<file path="config.mk">
export PLATFORM = sky130hd
export DESIGN_NAME = cip_sequencer
export DESIGN_NICKNAME = d
export VERILOG_FILES = /design/src/cip_pkg.sv /design/src/cip_tick_gen.sv /design/src/cip_sequencer.sv
export SDC_FILE = /design/constraint.sdc
export NUM_CORES = 1
export LEC_CHECK = 0
export BUFFER_PORTS_ARGS = -buffer_cell sky130_fd_sc_hd__buf_2
export CAP_MARGIN = 20
export CORE_ASPECT_RATIO = 0.9
export CORE_MARGIN = 1
export CORE_UTILIZATION = 57
export DETAILED_ROUTE_END_ITERATION = 8
export PLACE_DENSITY = 0.8
export SLEW_MARGIN = 20
export SYNTH_ARGS = -nofsm -noshare
export SYNTH_HDL_FRONTEND = slang
export SYNTH_HIERARCHICAL = 1
export SYNTH_SLANG_ARGS = --single-unit
</file>
<file path="constraint.sdc">
create_clock -name mclk -period 6.17 [get_ports mclk]
set_clock_uncertainty 0.15 [all_clocks]
set_input_delay 1.234 -clock mclk [delete_from_list [all_inputs] [get_ports mclk]]
set_output_delay 1.234 -clock mclk [all_outputs]
set_load 0.01 [all_outputs]
</file>
<file path="src/cip_pkg.sv">
// Purpose: shared constants and types for the input power-up sequencer
// Assumes: 125 MHz mclk, analog comparators deliver synchronous levels
// Notes: all times are in milliseconds of the selected digital clock
package cip_pkg;
  localparam int unsigned MCLK_HZ = 125_000_000;
  localparam int unsigned FAST_DIG_HZ = 1_500_000;
  localparam int unsigned SLOW_DIG_HZ = 30_000;
  localparam int unsigned FAST_DIV_CYC = MCLK_HZ / FAST_DIG_HZ;
  localparam int unsigned SLOW_DIV_CYC = MCLK_HZ / SLOW_DIG_HZ;
  localparam int unsigned FAST_PER_MS = FAST_DIG_HZ / 1000;
  localparam int unsigned SLOW_PER_MS = SLOW_DIG_HZ / 1000;

  localparam int TMR_W = 12;
  localparam int MA_W = 12;
  localparam logic [TMR_W-1:0] QUAL_MS = 12'h01e;
  localparam logic [TMR_W-1:0] RETRY_MS = 12'h7d0;
  localparam logic [TMR_W-1:0] BIAS_DELAY_MS = 12'h0dc;
  localparam logic [TMR_W-1:0] REV_DELAY_MS = 12'h01e;
  localparam logic [TMR_W-1:0] DET_STEP_MS = 12'h064;
  localparam logic [TMR_W-1:0] BATDET_MS = 12'h032;
  localparam logic [2:0] FAIL_LIMIT = 3'h7;

  localparam logic [MA_W-1:0] SDP_MA = 12'h1f4;
  localparam logic [MA_W-1:0] CDP_MA = 12'h5dc;
  localparam logic [MA_W-1:0] DCP_MA = 12'hbb8;
  localparam logic [MA_W-1:0] DIV1_MA = 12'h834;
  localparam logic [MA_W-1:0] DIV3_MA = 12'h3e8;
  localparam logic [MA_W-1:0] DIV4_MA = 12'h960;
  localparam logic [MA_W-1:0] UNKNOWN_MA = 12'h1f4;
  localparam logic [MA_W-1:0] REVERSE_MA = 12'h7d0;

  localparam int ADDR_W = 4;
  localparam logic [ADDR_W-1:0] CTRL_OFS = 4'h0;
  localparam logic [ADDR_W-1:0] STATUS_OFS = 4'h4;
  localparam logic [ADDR_W-1:0] LIMIT_OFS = 4'h8;
  localparam int CTRL_FORCE_HIZ_BIT = 0;
  localparam int CTRL_CHG_DIS_BIT = 1;
  localparam logic [1:0] CTRL_RESET = 2'h0;
  localparam logic [1:0] RESP_OKAY = 2'h0;
  localparam logic [1:0] RESP_SLVERR = 2'h2;

  typedef enum logic [2:0] {
    SRC_NONE = 3'h0,
    SRC_SDP = 3'h1,
    SRC_CDP = 3'h2,
    SRC_DCP = 3'h3,
    SRC_DIV1 = 3'h4,
    SRC_DIV3 = 3'h5,
    SRC_DIV4 = 3'h6,
    SRC_UNKNOWN = 3'h7
  } cip_src_type;

  typedef struct packed {
    logic vbus_uvlo_ok;
    logic bat_uvlo_ok;
    logic vbus_ovp;
    logic vbus_above_weak;
    logic vbus_present;
    logic data_contact;
    logic primary_hit;
    logic secondary_hit;
    logic dp_upper;
    logic dp_lower;
    logic dm_upper;
    logic dm_lower;
    logic input_voltage_regulation_loop_active;
    logic ico_found;
    logic [MA_W-1:0] ico_limit_ma;
    logic [MA_W-1:0] current_limit_pin_pin_ma;
    logic bat_above_otg_min;
    logic otg_pin;
    logic ts_in_reverse_range;
    logic light_load;
    logic bat_below_minsys;
  } cip_sense_type;

  typedef struct packed {
    logic battery_switch_driver_active;
    logic battery_switch_on;
    logic weak_source_test_load;
    logic bias_enable;
    logic converter_enable;
    logic battery_detect_load;
    logic charge_allowed;
    logic pfm_enable;
    logic ico_enable;
    logic ico_rerun;
    logic reverse_enable;
    logic high_impedance_state;
    logic power_good_n;
    logic [MA_W-1:0] input_limit_ma;
    logic [MA_W-1:0] reverse_limit_ma;
  } cip_ctl_type;
endpackage : cip_pkg

</file>
<file path="src/cip_tick_gen.sv">
// Purpose: millisecond tick from a fast or low-power digital clock rate
// Assumes: fast_sel is a registered level
// Notes: rate changes take effect at once, on the running counts, without restarting them
`timescale 1ns/1ps
module cip_tick_gen
  import cip_pkg::*;
#(
  parameter int unsigned FAST_DIV = FAST_DIV_CYC,
  parameter int unsigned SLOW_DIV = SLOW_DIV_CYC
)
(
  input wire logic mclk,
  input wire logic reset,
  input wire logic clk_en,
  input wire logic fast_sel,
  output logic ms_tick
);
  if (FAST_DIV < 1 || SLOW_DIV < 1 || FAST_DIV > 8191 || SLOW_DIV > 8191)
  begin : g_bad_div
    $error("cip_tick_gen: divider out of range");
  end

  logic [12:0] div_cnt;
  logic [10:0] per_ms_cnt;
  logic [12:0] div_last;
  logic [10:0] per_ms_last;
  logic dig_tick;

  assign div_last = fast_sel ? 13'(FAST_DIV - 1) : 13'(SLOW_DIV - 1);
  assign per_ms_last = fast_sel ? 11'(FAST_PER_MS - 1) : 11'(SLOW_PER_MS - 1);
  assign dig_tick = (div_cnt >= div_last);

  always_ff @(posedge mclk or posedge reset)
  begin
    if (reset)
    begin
      div_cnt <= 13'h0000;
      per_ms_cnt <= 11'h000;
      ms_tick <= 1'b0;
    end
    else if (clk_en)
    begin
      ms_tick <= 1'b0;
      if (dig_tick)
      begin
        div_cnt <= 13'h0000;
        if (per_ms_cnt >= per_ms_last)
        begin
          per_ms_cnt <= 11'h000;
          ms_tick <= 1'b1;
        end
        else
          per_ms_cnt <= per_ms_cnt + 11'h001;
      end
      else
        div_cnt <= div_cnt + 13'h0001;
    end
  end
endmodule : cip_tick_gen

</file>
<file path="src/cip_sequencer.sv">
// Purpose: power-up sequencing of the charger from its input port
// Assumes: sense levels are synchronous to mclk; AXI4-Lite register access
// Notes: analog loops are outside; this block only issues enables and limits
`timescale 1ns/1ps
module cip_sequencer
  import cip_pkg::*;
#(
  parameter int unsigned FAST_DIV = FAST_DIV_CYC,
  parameter int unsigned SLOW_DIV = SLOW_DIV_CYC
)
(
  input wire logic mclk,
  input wire logic reset,
  input wire logic clk_en,
  input wire cip_sense_type sense,
  output cip_ctl_type ctl,
  input wire logic [ADDR_W-1:0] s_axi_awaddr,
  input wire logic s_axi_awvalid,
  output logic s_axi_awready,
  input wire logic [31:0] s_axi_wdata,
  input wire logic [3:0] s_axi_wstrb,
  input wire logic s_axi_wvalid,
  output logic s_axi_wready,
  output logic [1:0] s_axi_bresp,
  output logic s_axi_bvalid,
  input wire logic s_axi_bready,
  input wire logic [ADDR_W-1:0] s_axi_araddr,
  input wire logic s_axi_arvalid,
  output logic s_axi_arready,
  output logic [31:0] s_axi_rdata,
  output logic [1:0] s_axi_rresp,
  output logic s_axi_rvalid,
  input wire logic s_axi_rready
);
  typedef enum logic [7:0] {
    ST_IDLE = 8'h01,
    ST_QUAL = 8'h02,
    ST_RETRY = 8'h04,
    ST_OVP_WAIT = 8'h08,
    ST_LOCKOUT = 8'h10,
    ST_DETECT = 8'h20,
    ST_BIAS_WAIT = 8'h40,
    ST_RUN = 8'h80
  } cip_state_type;

  typedef enum logic [2:0] {
    DET_CONTACT = 3'h1,
    DET_PRIMARY = 3'h2,
    DET_SECONDARY = 3'h4
  } cip_det_type;

  function automatic logic [MA_W-1:0] min_ma(input logic [MA_W-1:0] a,
                                             input logic [MA_W-1:0] b);
    min_ma = (a < b) ? a : b;
  endfunction : min_ma

  function automatic logic [MA_W-1:0] src_limit(input cip_src_type s);
    unique case (s)
      SRC_SDP: src_limit = SDP_MA;
      SRC_CDP: src_limit = CDP_MA;
      SRC_DCP: src_limit = DCP_MA;
      SRC_DIV1: src_limit = DIV1_MA;
      SRC_DIV3: src_limit = DIV3_MA;
      SRC_DIV4: src_limit = DIV4_MA;
      default: src_limit = UNKNOWN_MA;
    endcase
  endfunction : src_limit

  cip_state_type state, next_state;
  cip_det_type det_step;
  cip_src_type src;
  logic [TMR_W-1:0] tmr;
  logic [TMR_W-1:0] rev_tmr;
  logic [2:0] fail_cnt;
  logic weak_seen;
  logic det_done;
  logic step_adv;
  logic ms_tick;
  logic [1:0] ctrl;
  logic ico_locked;
  logic [MA_W-1:0] ico_hold;
  logic input_voltage_regulation_loop_prev;
  logic ovp_prev;
  logic ico_restart;
  logic rev_ok;
  logic [MA_W-1:0] base_limit;
  logic [MA_W-1:0] ico_value;
  logic [MA_W-1:0] next_limit;
  logic force_hiz;
  logic chg_dis;
  logic wr_addr_held;
  logic wr_data_held;
  logic [ADDR_W-1:0] wr_addr;
  logic [31:0] wr_data;
  logic [3:0] wr_strb;

  assign force_hiz = ctrl[CTRL_FORCE_HIZ_BIT];
  assign chg_dis = ctrl[CTRL_CHG_DIS_BIT];

  cip_tick_gen #(
    .FAST_DIV(FAST_DIV),
    .SLOW_DIV(SLOW_DIV)
  ) u_tick (
    .mclk(mclk),
    .reset(reset),
    .clk_en(clk_en),
    .fast_sel(ctl.bias_enable),
    .ms_tick(ms_tick)
  );

  always_comb
  begin
    next_state = state;
    unique case (state)
      ST_IDLE:
        next_state = ST_QUAL;
      ST_QUAL:
        if (sense.vbus_ovp)
          next_state = ST_OVP_WAIT;
        else if (tmr >= QUAL_MS)
        begin
          if (!weak_seen)
            next_state = ST_DETECT;
          else if (fail_cnt == FAIL_LIMIT - 3'h1)
            next_state = ST_LOCKOUT;
          else
            next_state = ST_RETRY;
        end
      ST_RETRY:
        if (sense.vbus_ovp)
          next_state = ST_OVP_WAIT;
        else if (tmr >= RETRY_MS)
          next_state = ST_QUAL;
      ST_OVP_WAIT:
        if (!sense.vbus_ovp)
          next_state = ST_QUAL;
      ST_LOCKOUT:
        next_state = ST_LOCKOUT;
      ST_DETECT:
        if (sense.vbus_ovp)
          next_state = ST_OVP_WAIT;
        else if (det_done)
          next_state = ST_BIAS_WAIT;
      ST_BIAS_WAIT:
        if (sense.vbus_ovp)
          next_state = ST_OVP_WAIT;
        else if (tmr >= BIAS_DELAY_MS)
          next_state = ST_RUN;
      ST_RUN:
        if (sense.vbus_ovp)
          next_state = ST_OVP_WAIT;
      default:
        next_state = ST_IDLE;
    endcase
    if (!sense.vbus_uvlo_ok)
      next_state = ST_IDLE;
    else if (force_hiz && state != ST_LOCKOUT)
      next_state = ST_IDLE;
  end

  always_ff @(posedge mclk or posedge reset)
  begin
    if (reset)
      state <= ST_IDLE;
    else if (clk_en)
      state <= next_state;
  end

  // one timer serves every sequence step
  always_ff @(posedge mclk or posedge reset)
  begin
    if (reset)
      tmr <= '0;
    else if (clk_en)
    begin
      if (next_state != state || step_adv)
        tmr <= '0;
      else if (ms_tick && tmr != '1)
        tmr <= tmr + 12'h001;
    end
  end

  // sag anywhere in the window fails
  always_ff @(posedge mclk or posedge reset)
  begin
    if (reset)
      weak_seen <= 1'b0;
    else if (clk_en)
    begin
      if (state != ST_QUAL)
        weak_seen <= 1'b0;
      else if (!sense.vbus_above_weak)
        weak_seen <= 1'b1;
    end
  end

  always_ff @(posedge mclk or posedge reset)
  begin
    if (reset)
      fail_cnt <= 3'h0;
    else if (clk_en)
    begin
      if (!sense.vbus_uvlo_ok || next_state == ST_DETECT)
        fail_cnt <= 3'h0;
      else if (state == ST_QUAL &&
               (next_state == ST_RETRY || next_state == ST_LOCKOUT))
        fail_cnt <= fail_cnt + 3'h1;
    end
  end

  always_comb
  begin
    step_adv = 1'b0;
    if (state == ST_DETECT && !det_done)
    begin
      if (det_step == DET_CONTACT)
        step_adv = sense.data_contact;
      else if (det_step == DET_PRIMARY)
        step_adv = (tmr >= DET_STEP_MS) && sense.primary_hit;
    end
  end

  always_ff @(posedge mclk or posedge reset)
  begin
    if (reset)
    begin
      det_step <= DET_CONTACT;
      det_done <= 1'b0;
      src <= SRC_NONE;
    end
    else if (clk_en)
    begin
      if (state != ST_DETECT && next_state == ST_DETECT)
      begin
        det_step <= DET_CONTACT;
        det_done <= 1'b0;
        src <= SRC_NONE;
      end
      else if (!sense.vbus_uvlo_ok)
      begin
        det_done <= 1'b0;
        src <= SRC_NONE;
      end
      else if (state == ST_DETECT && !det_done)
      begin
        unique case (det_step)
          DET_CONTACT:
            if (sense.data_contact)
              det_step <= DET_PRIMARY;
            else if (tmr >= DET_STEP_MS)
            begin
              det_done <= 1'b1;
              if (sense.dp_upper && sense.dm_upper)
                src <= SRC_DIV4;
              else if (sense.dp_upper && sense.dm_lower)
                src <= SRC_DIV1;
              else if (sense.dp_lower && sense.dm_upper)
                src <= SRC_DIV3;
              else
                src <= SRC_UNKNOWN;
            end
          DET_PRIMARY:
            if (tmr >= DET_STEP_MS)
            begin
              if (sense.primary_hit)
                det_step <= DET_SECONDARY;
              else
              begin
                src <= SRC_SDP;
                det_done <= 1'b1;
              end
            end
          DET_SECONDARY:
            if (tmr >= DET_STEP_MS)
            begin
              src <= sense.secondary_hit ? SRC_DCP : SRC_CDP;
              det_done <= 1'b1;
            end
          default:
            det_step <= DET_CONTACT;
        endcase
      end
    end
  end

  assign ico_restart = (state == ST_IDLE && next_state == ST_QUAL) ||
                       (sense.input_voltage_regulation_loop_active && !input_voltage_regulation_loop_prev) ||
                       (sense.vbus_ovp && !ovp_prev);

  always_ff @(posedge mclk or posedge reset)
  begin
    if (reset)
    begin
      input_voltage_regulation_loop_prev <= 1'b0;
      ovp_prev <= 1'b0;
      ico_locked <= 1'b0;
      ico_hold <= '0;
    end
    else if (clk_en)
    begin
      input_voltage_regulation_loop_prev <= sense.input_voltage_regulation_loop_active;
      ovp_prev <= sense.vbus_ovp;
      if (ico_restart)
        ico_locked <= 1'b0;
      else if (ctl.ico_enable && sense.ico_found && !ico_locked)
      begin
        ico_locked <= 1'b1;
        ico_hold <= sense.ico_limit_ma;
      end
    end
  end

  assign base_limit = min_ma(sense.current_limit_pin_pin_ma, src_limit(src));
  assign ico_value = ico_locked ? ico_hold : sense.ico_limit_ma;
  assign next_limit = (src == SRC_DCP) ? min_ma(base_limit, ico_value)
                                       : base_limit;

  assign rev_ok = sense.bat_above_otg_min && !sense.vbus_present &&
                  sense.otg_pin && sense.ts_in_reverse_range;

  always_ff @(posedge mclk or posedge reset)
  begin
    if (reset)
      rev_tmr <= '0;
    else if (clk_en)
    begin
      if (!rev_ok)
        rev_tmr <= '0;
      else if (ms_tick && rev_tmr != '1)
        rev_tmr <= rev_tmr + 12'h001;
    end
  end

  // every output registered
  always_ff @(posedge mclk or posedge reset)
  begin
    if (reset)
      ctl <= '{power_good_n: 1'b1, high_impedance_state: 1'b1, default: '0};
    else if (clk_en)
    begin
      ctl.battery_switch_driver_active <= sense.vbus_uvlo_ok ||
                                          sense.bat_uvlo_ok;
      ctl.battery_switch_on <= sense.bat_uvlo_ok;
      ctl.weak_source_test_load <= (next_state == ST_QUAL);
      ctl.bias_enable <= (next_state == ST_RUN);
      ctl.high_impedance_state <= (next_state != ST_RUN);
      ctl.converter_enable <= (next_state == ST_RUN);
      ctl.battery_detect_load <= (next_state == ST_RUN) &&
                                 (state != ST_RUN || tmr < BATDET_MS);
      ctl.charge_allowed <= (next_state == ST_RUN) && state == ST_RUN &&
                            tmr >= BATDET_MS && !chg_dis;
      ctl.pfm_enable <= (next_state == ST_RUN) && sense.light_load &&
                        (sense.bat_below_minsys || chg_dis);
      ctl.ico_enable <= (src == SRC_DCP) &&
                        (next_state == ST_BIAS_WAIT || next_state == ST_RUN);
      ctl.ico_rerun <= ico_restart;
      ctl.reverse_enable <= rev_ok && rev_tmr >= REV_DELAY_MS;
      ctl.reverse_limit_ma <= REVERSE_MA;
      ctl.power_good_n <= !(next_state == ST_BIAS_WAIT ||
                            next_state == ST_RUN);
      ctl.input_limit_ma <= next_limit;
    end
  end

  // write channel: address and data taken in either order
  always_ff @(posedge mclk or posedge reset)
  begin
    if (reset)
    begin
      s_axi_awready <= 1'b1;
      s_axi_wready <= 1'b1;
      s_axi_bvalid <= 1'b0;
      s_axi_bresp <= RESP_OKAY;
      wr_addr_held <= 1'b0;
      wr_data_held <= 1'b0;
      wr_addr <= '0;
      wr_data <= 32'h0000_0000;
      wr_strb <= 4'h0;
      ctrl <= CTRL_RESET;
    end
    else if (clk_en)
    begin
      if (s_axi_awvalid && s_axi_awready)
      begin
        wr_addr <= s_axi_awaddr;
        wr_addr_held <= 1'b1;
        s_axi_awready <= 1'b0;
      end
      if (s_axi_wvalid && s_axi_wready)
      begin
        wr_data <= s_axi_wdata;
        wr_strb <= s_axi_wstrb;
        wr_data_held <= 1'b1;
        s_axi_wready <= 1'b0;
      end
      if (wr_addr_held && wr_data_held && !s_axi_bvalid)
      begin
        s_axi_bvalid <= 1'b1;
        wr_addr_held <= 1'b0;
        wr_data_held <= 1'b0;
        if (wr_addr[ADDR_W-1:2] == CTRL_OFS[ADDR_W-1:2])
        begin
          s_axi_bresp <= RESP_OKAY;
          if (wr_strb[0])
            ctrl <= wr_data[1:0];
        end
        else if (wr_addr[ADDR_W-1:2] == STATUS_OFS[ADDR_W-1:2] ||
                 wr_addr[ADDR_W-1:2] == LIMIT_OFS[ADDR_W-1:2])
          s_axi_bresp <= RESP_OKAY;
        else
          s_axi_bresp <= RESP_SLVERR;
      end
      if (s_axi_bvalid && s_axi_bready)
      begin
        s_axi_bvalid <= 1'b0;
        s_axi_awready <= 1'b1;
        s_axi_wready <= 1'b1;
      end
    end
  end

  // read channel: one outstanding read
  always_ff @(posedge mclk or posedge reset)
  begin
    if (reset)
    begin
      s_axi_arready <= 1'b1;
      s_axi_rvalid <= 1'b0;
      s_axi_rdata <= 32'h0000_0000;
      s_axi_rresp <= RESP_OKAY;
    end
    else if (clk_en)
    begin
      if (s_axi_arvalid && s_axi_arready)
      begin
        s_axi_arready <= 1'b0;
        s_axi_rvalid <= 1'b1;
        s_axi_rresp <= RESP_OKAY;
        if (s_axi_araddr[ADDR_W-1:2] == CTRL_OFS[ADDR_W-1:2])
          s_axi_rdata <= {30'h0000_0000, ctrl};
        else if (s_axi_araddr[ADDR_W-1:2] == STATUS_OFS[ADDR_W-1:2])
          s_axi_rdata <= {15'h0000, ico_locked, ctl.reverse_enable,
                          ctl.power_good_n, fail_cnt, src, state};
        else if (s_axi_araddr[ADDR_W-1:2] == LIMIT_OFS[ADDR_W-1:2])
          s_axi_rdata <= {4'h0, src_limit(src), 4'h0, ctl.input_limit_ma};
        else
        begin
          s_axi_rdata <= 32'h0000_0000;
          s_axi_rresp <= RESP_SLVERR;
        end
      end
      if (s_axi_rvalid && s_axi_rready)
      begin
        s_axi_rvalid <= 1'b0;
        s_axi_arready <= 1'b1;
      end
    end
  end
endmodule : cip_sequencer

</file>
=== Yosys cells after proc, flatten, opt, wreduce, memory -nomap -nowiden ===
Index checks and enable logic that the tools add are counted.

* Flip-flop bits (word level): 160
* Word-level logic and storage cells: 283
* Output and inout port bits: 78
* Bits of input ports: 95

* Muxes and demuxes: 89
* Order comparisons: 11
* Eq/ne operators: 48
* Reduce and logical (&&, ||, !) cells: 86
* Bitwise operators: 1
* Add/subtract/negate cells: 5

{| class="wikitable"
|+ Operators by type and width
! cell !! count
|-
| $mux 12 || 8
|-
| $mux 8 || 12
|-
| $mux 28 || 3
|-
| $pmux 8 s8 || 1
|-
| $pmux 12 s5 || 1
|-
| $mux 3 || 16
|-
| $logic_and 1x1->1 || 33
|-
| $reduce_and 2->1 || 16
|-
| $mux 1 || 31
|-
| $mux 13 || 2
|-
| $add 12x1->12 const B || 2
|-
| $ge 12x5->1 const B || 2
|-
| $lt 12x12->1 || 2
|-
| $ne 12x12->1 const B || 2
|-
| $mux 11 || 2
|-
| $reduce_bool 2->1 || 11
|-
| $pmux 3 s3 || 2
|-
| $eq 8x2->1 const B || 2
|-
| $eq 8x3->1 const B || 2
|-
| $eq 8x5->1 const B || 2
|-
| $eq 8x6->1 const B || 2
|-
| $eq 8x7->1 const B || 2
|-
| $eq 8x8->1 const B || 2
|-
| $mux 2 || 8
|-
| 42 further kinds || 74
|}

=== Logic depth before layout (Yosys ltp) ===
* Depth after elaboration: 14
* Depth in mapped cells: 23

=== Cells and area by module ===
Netlist, hierarchy kept.

{| class="wikitable"
|+ Modules (own cells, without submodules)
! module !! area each (um2) !! cells an instance !! instances
|-
| cip_sequencer || 7588.5 || 804 || 1
|-
| cip_tick_gen || 1551.5 || 161 || 1
|}

=== Worst setup path after synthesis ===
No wires, ideal clock.

* Kind: in2reg
* Start: in sense[15] in the netlist's numbering
* End: reg ctl[14] in the netlist's numbering
* Stages: 18
* Data arrival time: 4.527 ns
* Slack: 1.358 ns
* Library setup time: 0.134 ns
* Cells stage by stage: ha_1 a21o_1 a21oi_1 nor3b_1 o211ai_1 nand2_1 clkbuf_1 mux2_2 ha_1 a21o_1 a21o_1 a21oi_1 o21ai_0 a31oi_1 o21ai_0 clkbuf_1 a21oi_1 o22ai_1

* Longest elaborated chain between the ends: 5

{| class="wikitable"
|+ Ends and longest elaborated chain
! element !! line !! text
|-
| from (decl) || cip_sequencer.sv:15 || <nowiki>input wire cip_sense_type sense,</nowiki>
|-
| $lt 12x12->1 || cip_sequencer.sv:54 || <nowiki>min_ma = (a < b) ? a : b;</nowiki>
|-
| $mux 12 (*) || cip_sequencer.sv:54 ||
|-
| $lt 12x12->1 || cip_sequencer.sv:54 ||
|-
| $mux 12 || cip_sequencer.sv:54 ||
|-
| $mux 12 (*) || cip_sequencer.sv:315 || <nowiki>assign next_limit = (src == SRC_DCP) ? min_ma(base_limit, ico_value)</nowiki>
|-
| to (decl) || cip_sequencer.sv:16 || <nowiki>output cip_ctl_type ctl,</nowiki>
|}

Every way passes the cells marked *; elsewhere a longest branch is shown, timed or not.
A chain may end at the register's enable or synchronous reset.

=== Worst setup path after layout ===
* Start: reg src[2]
* End: reg ctl[13] in the netlist's numbering

* Longest elaborated chain between the ends: 7

{| class="wikitable"
|+ Ends and longest elaborated chain
! element !! line !! text
|-
| from (decl) || cip_sequencer.sv:71 || <nowiki>cip_src_type src;</nowiki>
|-
| from (signal assigned) || cip_sequencer.sv:276 || <nowiki>src <= sense.secondary_hit ? SRC_DCP : SRC_CDP;</nowiki>
|-
| $eq 3x3->1, or another cell as far along || cip_sequencer.sv:58 || <nowiki>unique case (s)</nowiki>
|-
| $pmux 12 s5 || cip_sequencer.sv:58 ||
|-
| $lt 12x12->1 || cip_sequencer.sv:54 ||
|-
| $mux 12 || cip_sequencer.sv:54 ||
|-
| $lt 12x12->1 || cip_sequencer.sv:54 ||
|-
| $mux 12 || cip_sequencer.sv:54 ||
|-
| $mux 12 (*) || cip_sequencer.sv:315 ||
|}

Marks and branches as above.

==> metrics.txt <==
Die X=135 µm; H-tree Lvls=4; DP HPWL=15.3 mm; initial DRC count=580; vias per cell=~6.0; Setup CP Type=reg2reg; Worst-Skew Late Latency=0.42 ns; Slowest-stage cell, CP=dfrtp_1; # Max-Cap Violations=0; Synth Instances=between 900 and 1k; clock sinks=151; complex-gate fraction of the synthesized area=19.6%; yosys warns=6; Cell Area, Synth=9140 µm²; worst slew pin tran=0.917 ns; Post-CTS Hold Buffers=0; Adder-Cell Fraction of Synth Area=5.48%; syn_area_per_cell=9.47 µm²; max incr delay on CP=about 0.47 ns; Setup violations, final=0; die area=16500 µm²; grt met3 use=5.95%; vias in the first global route=6942; Final Max Tran Viols=0; Max Clock Freq=roughly 190 MHz; sequential area share after synthesis=around two fifths; number of port buffers=122; min cycle time layout=around 5.4 ns; first-pass GRT wire length=35.0 mm; die height=122 µm; met2 Resource Use GR=42.1%; synth top area cells=dfrtp_1 (39%), ha_1 (5.5%), mux2_2 (4.4%); total chip power=3000 µW; Routed Antenna Nets=0; Clk pin slew, worst setup/hold paths=0.06 ns; Layout area overhead=13.2%; Leak=0.00487 µW; layout cells sized above 1=between 20% and 30%; Yosys reg bits=151; RSZ-0062 raised after global routing=false; CP required=6.33 ns; busiest grt layer=met2; DRC=0; met1 Track Usage GR=38.4%; core area=15500 µm²; Final TNS setup=0 ns; CP Capture Type=flip-flop; antenna violations before repair=0; library cells used by synthesis=87; Resized Gates After CTS=0; Ports=173; Initial Utilization=58.8%; Worst Path Arrival=5.55 ns; largest family of logic cells by synthesized area=compound AO/OA/AOI/OAI gates; Post-Route WL=21.5 mm; final core utilization=~67%; DR vias=between 7k and 8k; pwr dens=290 nW/µm²; maximum fanout along the worst path=11; post-synthesis mux area share=6.74%; ANT cells=0; TritonCTS buffer count=17; clk buf depth=2; simple-gate area share of the yosys netlist=roughly 18%; Async SR Flop Fraction=100%; Hold Path Class=reg2reg; area leader, netlist=dfrtp_1; Total Nets Final=1195; Worst path top cell family by delay=compound AO/OA/AOI/OAI gates; CP most frequent cell=a21o_1; largest net degree at the start of global routing=72; Yosys top cell area share=39.4%; worst hold slack=0.325 ns; grt total ovfl=0; RD Place Congestion=0.953; All-Layer GR Usage=~27%; worst vdd ir=0.000215 V; EDFF count, synth=0; CP Buf/Inv Count=1; CTS root buffer=clkbuf_16; routed len/inst=~17 µm; ys flop type=dfrtp_1; setup repair bufs after CTS=0; Fin. Hold Viols=0; Slew HR=38.5%; Cell Rows=43; first drt pass iteration count=5; Post-Synth XOR/XNOR Area=2.49%; CP Cell Sequence=nor2b_1 > nor2b_1 > inv_1 > ha_1 > a21o_1 > a21oi_1 > nor3b_1 > o211ai_1 > nand2_1 > mux2_2 > ha_1 > a21o_1 > a21o_1 > a21oi_1 > o21ai_0 > a31oi_1 > o21ai_1 > a21o_1 > a31o_2; outcome=finished, final reports clean; CTS tree=built; final cycle utilization of the critical path=87.4%; crit path launch type=flip-flop
==> power by group <==
group,internal [µW],switching (µW),total (µW),leakage (µW)
logic,284,408,692,0.00257
registers,1100,112,1210,0.00200
clock network,689,408,1100,0.000298
total,2070,929,3000,0.00487
==> registers in the layout, summed over array words and instances (netlist names), 8 cells and up <==
signal             count
s_axi_rdata           27
ctl                   25
u_tick/div_cnt        13
ico_hold              12
rev_tmr               12
tmr                   12
u_tick/per_ms_cnt     11
state                  8
==> placed cells by master (no fill, tap or decap), types with 8 or more instances in the layout <==
master     synthesis  routed
dfrtp_1          144     144
buf_2              2     121
nand2_1           98      98
o21ai_0           74      73
nor2_1            67      67
inv_1             49      47
ha_1              40      40
a21oi_1           38      38
mux2_2            36      36
mux2i_1           21      21
xor2_1            20      20
nand3_1           19      19
nand4_1           19      19
a22o_1            17      17
clkbuf_16          0      17
nand2b_1          16      16
o22ai_1           16      16
and3_1            15      15
nor2b_1           13      13
conb_1             1      13
a22oi_1           12      12
and2_1            12      12
nor3_1            12      12
a31oi_1            9       9
o21a_1             9       9
buf_4             23       9
o31ai_1            8       8
==> worst paths after layout <==
kind,start,endpoint,slack [ns],cells after the start
max in group asynchronous,reset,ico_hold[5],3.69,3
min in group asynchronous,reset,u_tick/div_cnt[11],0.77,2
hold reg to reg,s_axi_rdata[16],s_axi_rdata[16],0.32,2
setup reg to reg,src[2],ctl[13],0.78,19
setup / recovery,src[2],ctl[13],0.78,19
hold / removal,s_axi_rdata[16],s_axi_rdata[16],0.32,2
==> tightest hold or removal path: cells and delay by family, from the launching register on <==
family	cells	cell delay, ns
compound gates	1	0.06
flops	1	0.34
simple gates	1	0.04
==> metrics by stage <==
step	std cells	worst slack (ns)	cell area, µm²
final	1275	0.781	10300
after global routing	1275	0.432	10300
after CTS	1275	0.861	10300
after detailed placement	1243	0.772	9730
after global placement	1243	0.645	9730
after floorplan	977	1.36	9190
==> cell type report <==
cell class                 count  area, µm²
inverter                      49        186
multi-input combinational    711       4830
sequential                   151       3790
tap                          202        253
fill                        1209       5200
clock buffer                  21        450
clock inverter                11        171
timing repair buffer         130        673
==> routing by layer <==
metal | vias up | wire (µm)
met4 | 0 | 303
met1 | 3687 | 9900
met2 | 261 | 9910
li1 | 3668 | -
met3 | 32 | 1430
met5 | - | 0
==> synth_stat cells (5+ instances only) <==
library cell	number
dfrtp_1	144
nand2_1	98
o21ai_0	74
nor2_1	67
inv_1	49
ha_1	40
a21oi_1	38
mux2_2	36
clkbuf_1	30
buf_4	23
mux2i_1	21
xor2_1	20
nand3_1	19
nand4_1	19
a22o_1	17
nand2b_1	16
o22ai_1	16
and3_1	15
nor2b_1	13
a22oi_1	12
and2_1	12
nor3_1	12
a31oi_1	9
o21a_1	9
o31ai_1	8
a21o_1	7
dfstp_2	7
a211o_1	6
nor3b_1	6
o211ai_1	6
xnor2_1	6
buf_6	5
or3_1	5
==> cell families after synthesis <==
| group | after synthesis |
|---|---|
| AO/OA/AOI/OAI | 259 |
| XOR/XNOR | 26 |
| adder cells (fa/ha/maj) | 40 |
| buffers and inverters | 115 |
| flip-flops | 151 |
| multiplexers | 57 |
| other | 1 |
| AND/OR/NAND/NOR | 316 |
(Power assumes the default switching activity.)
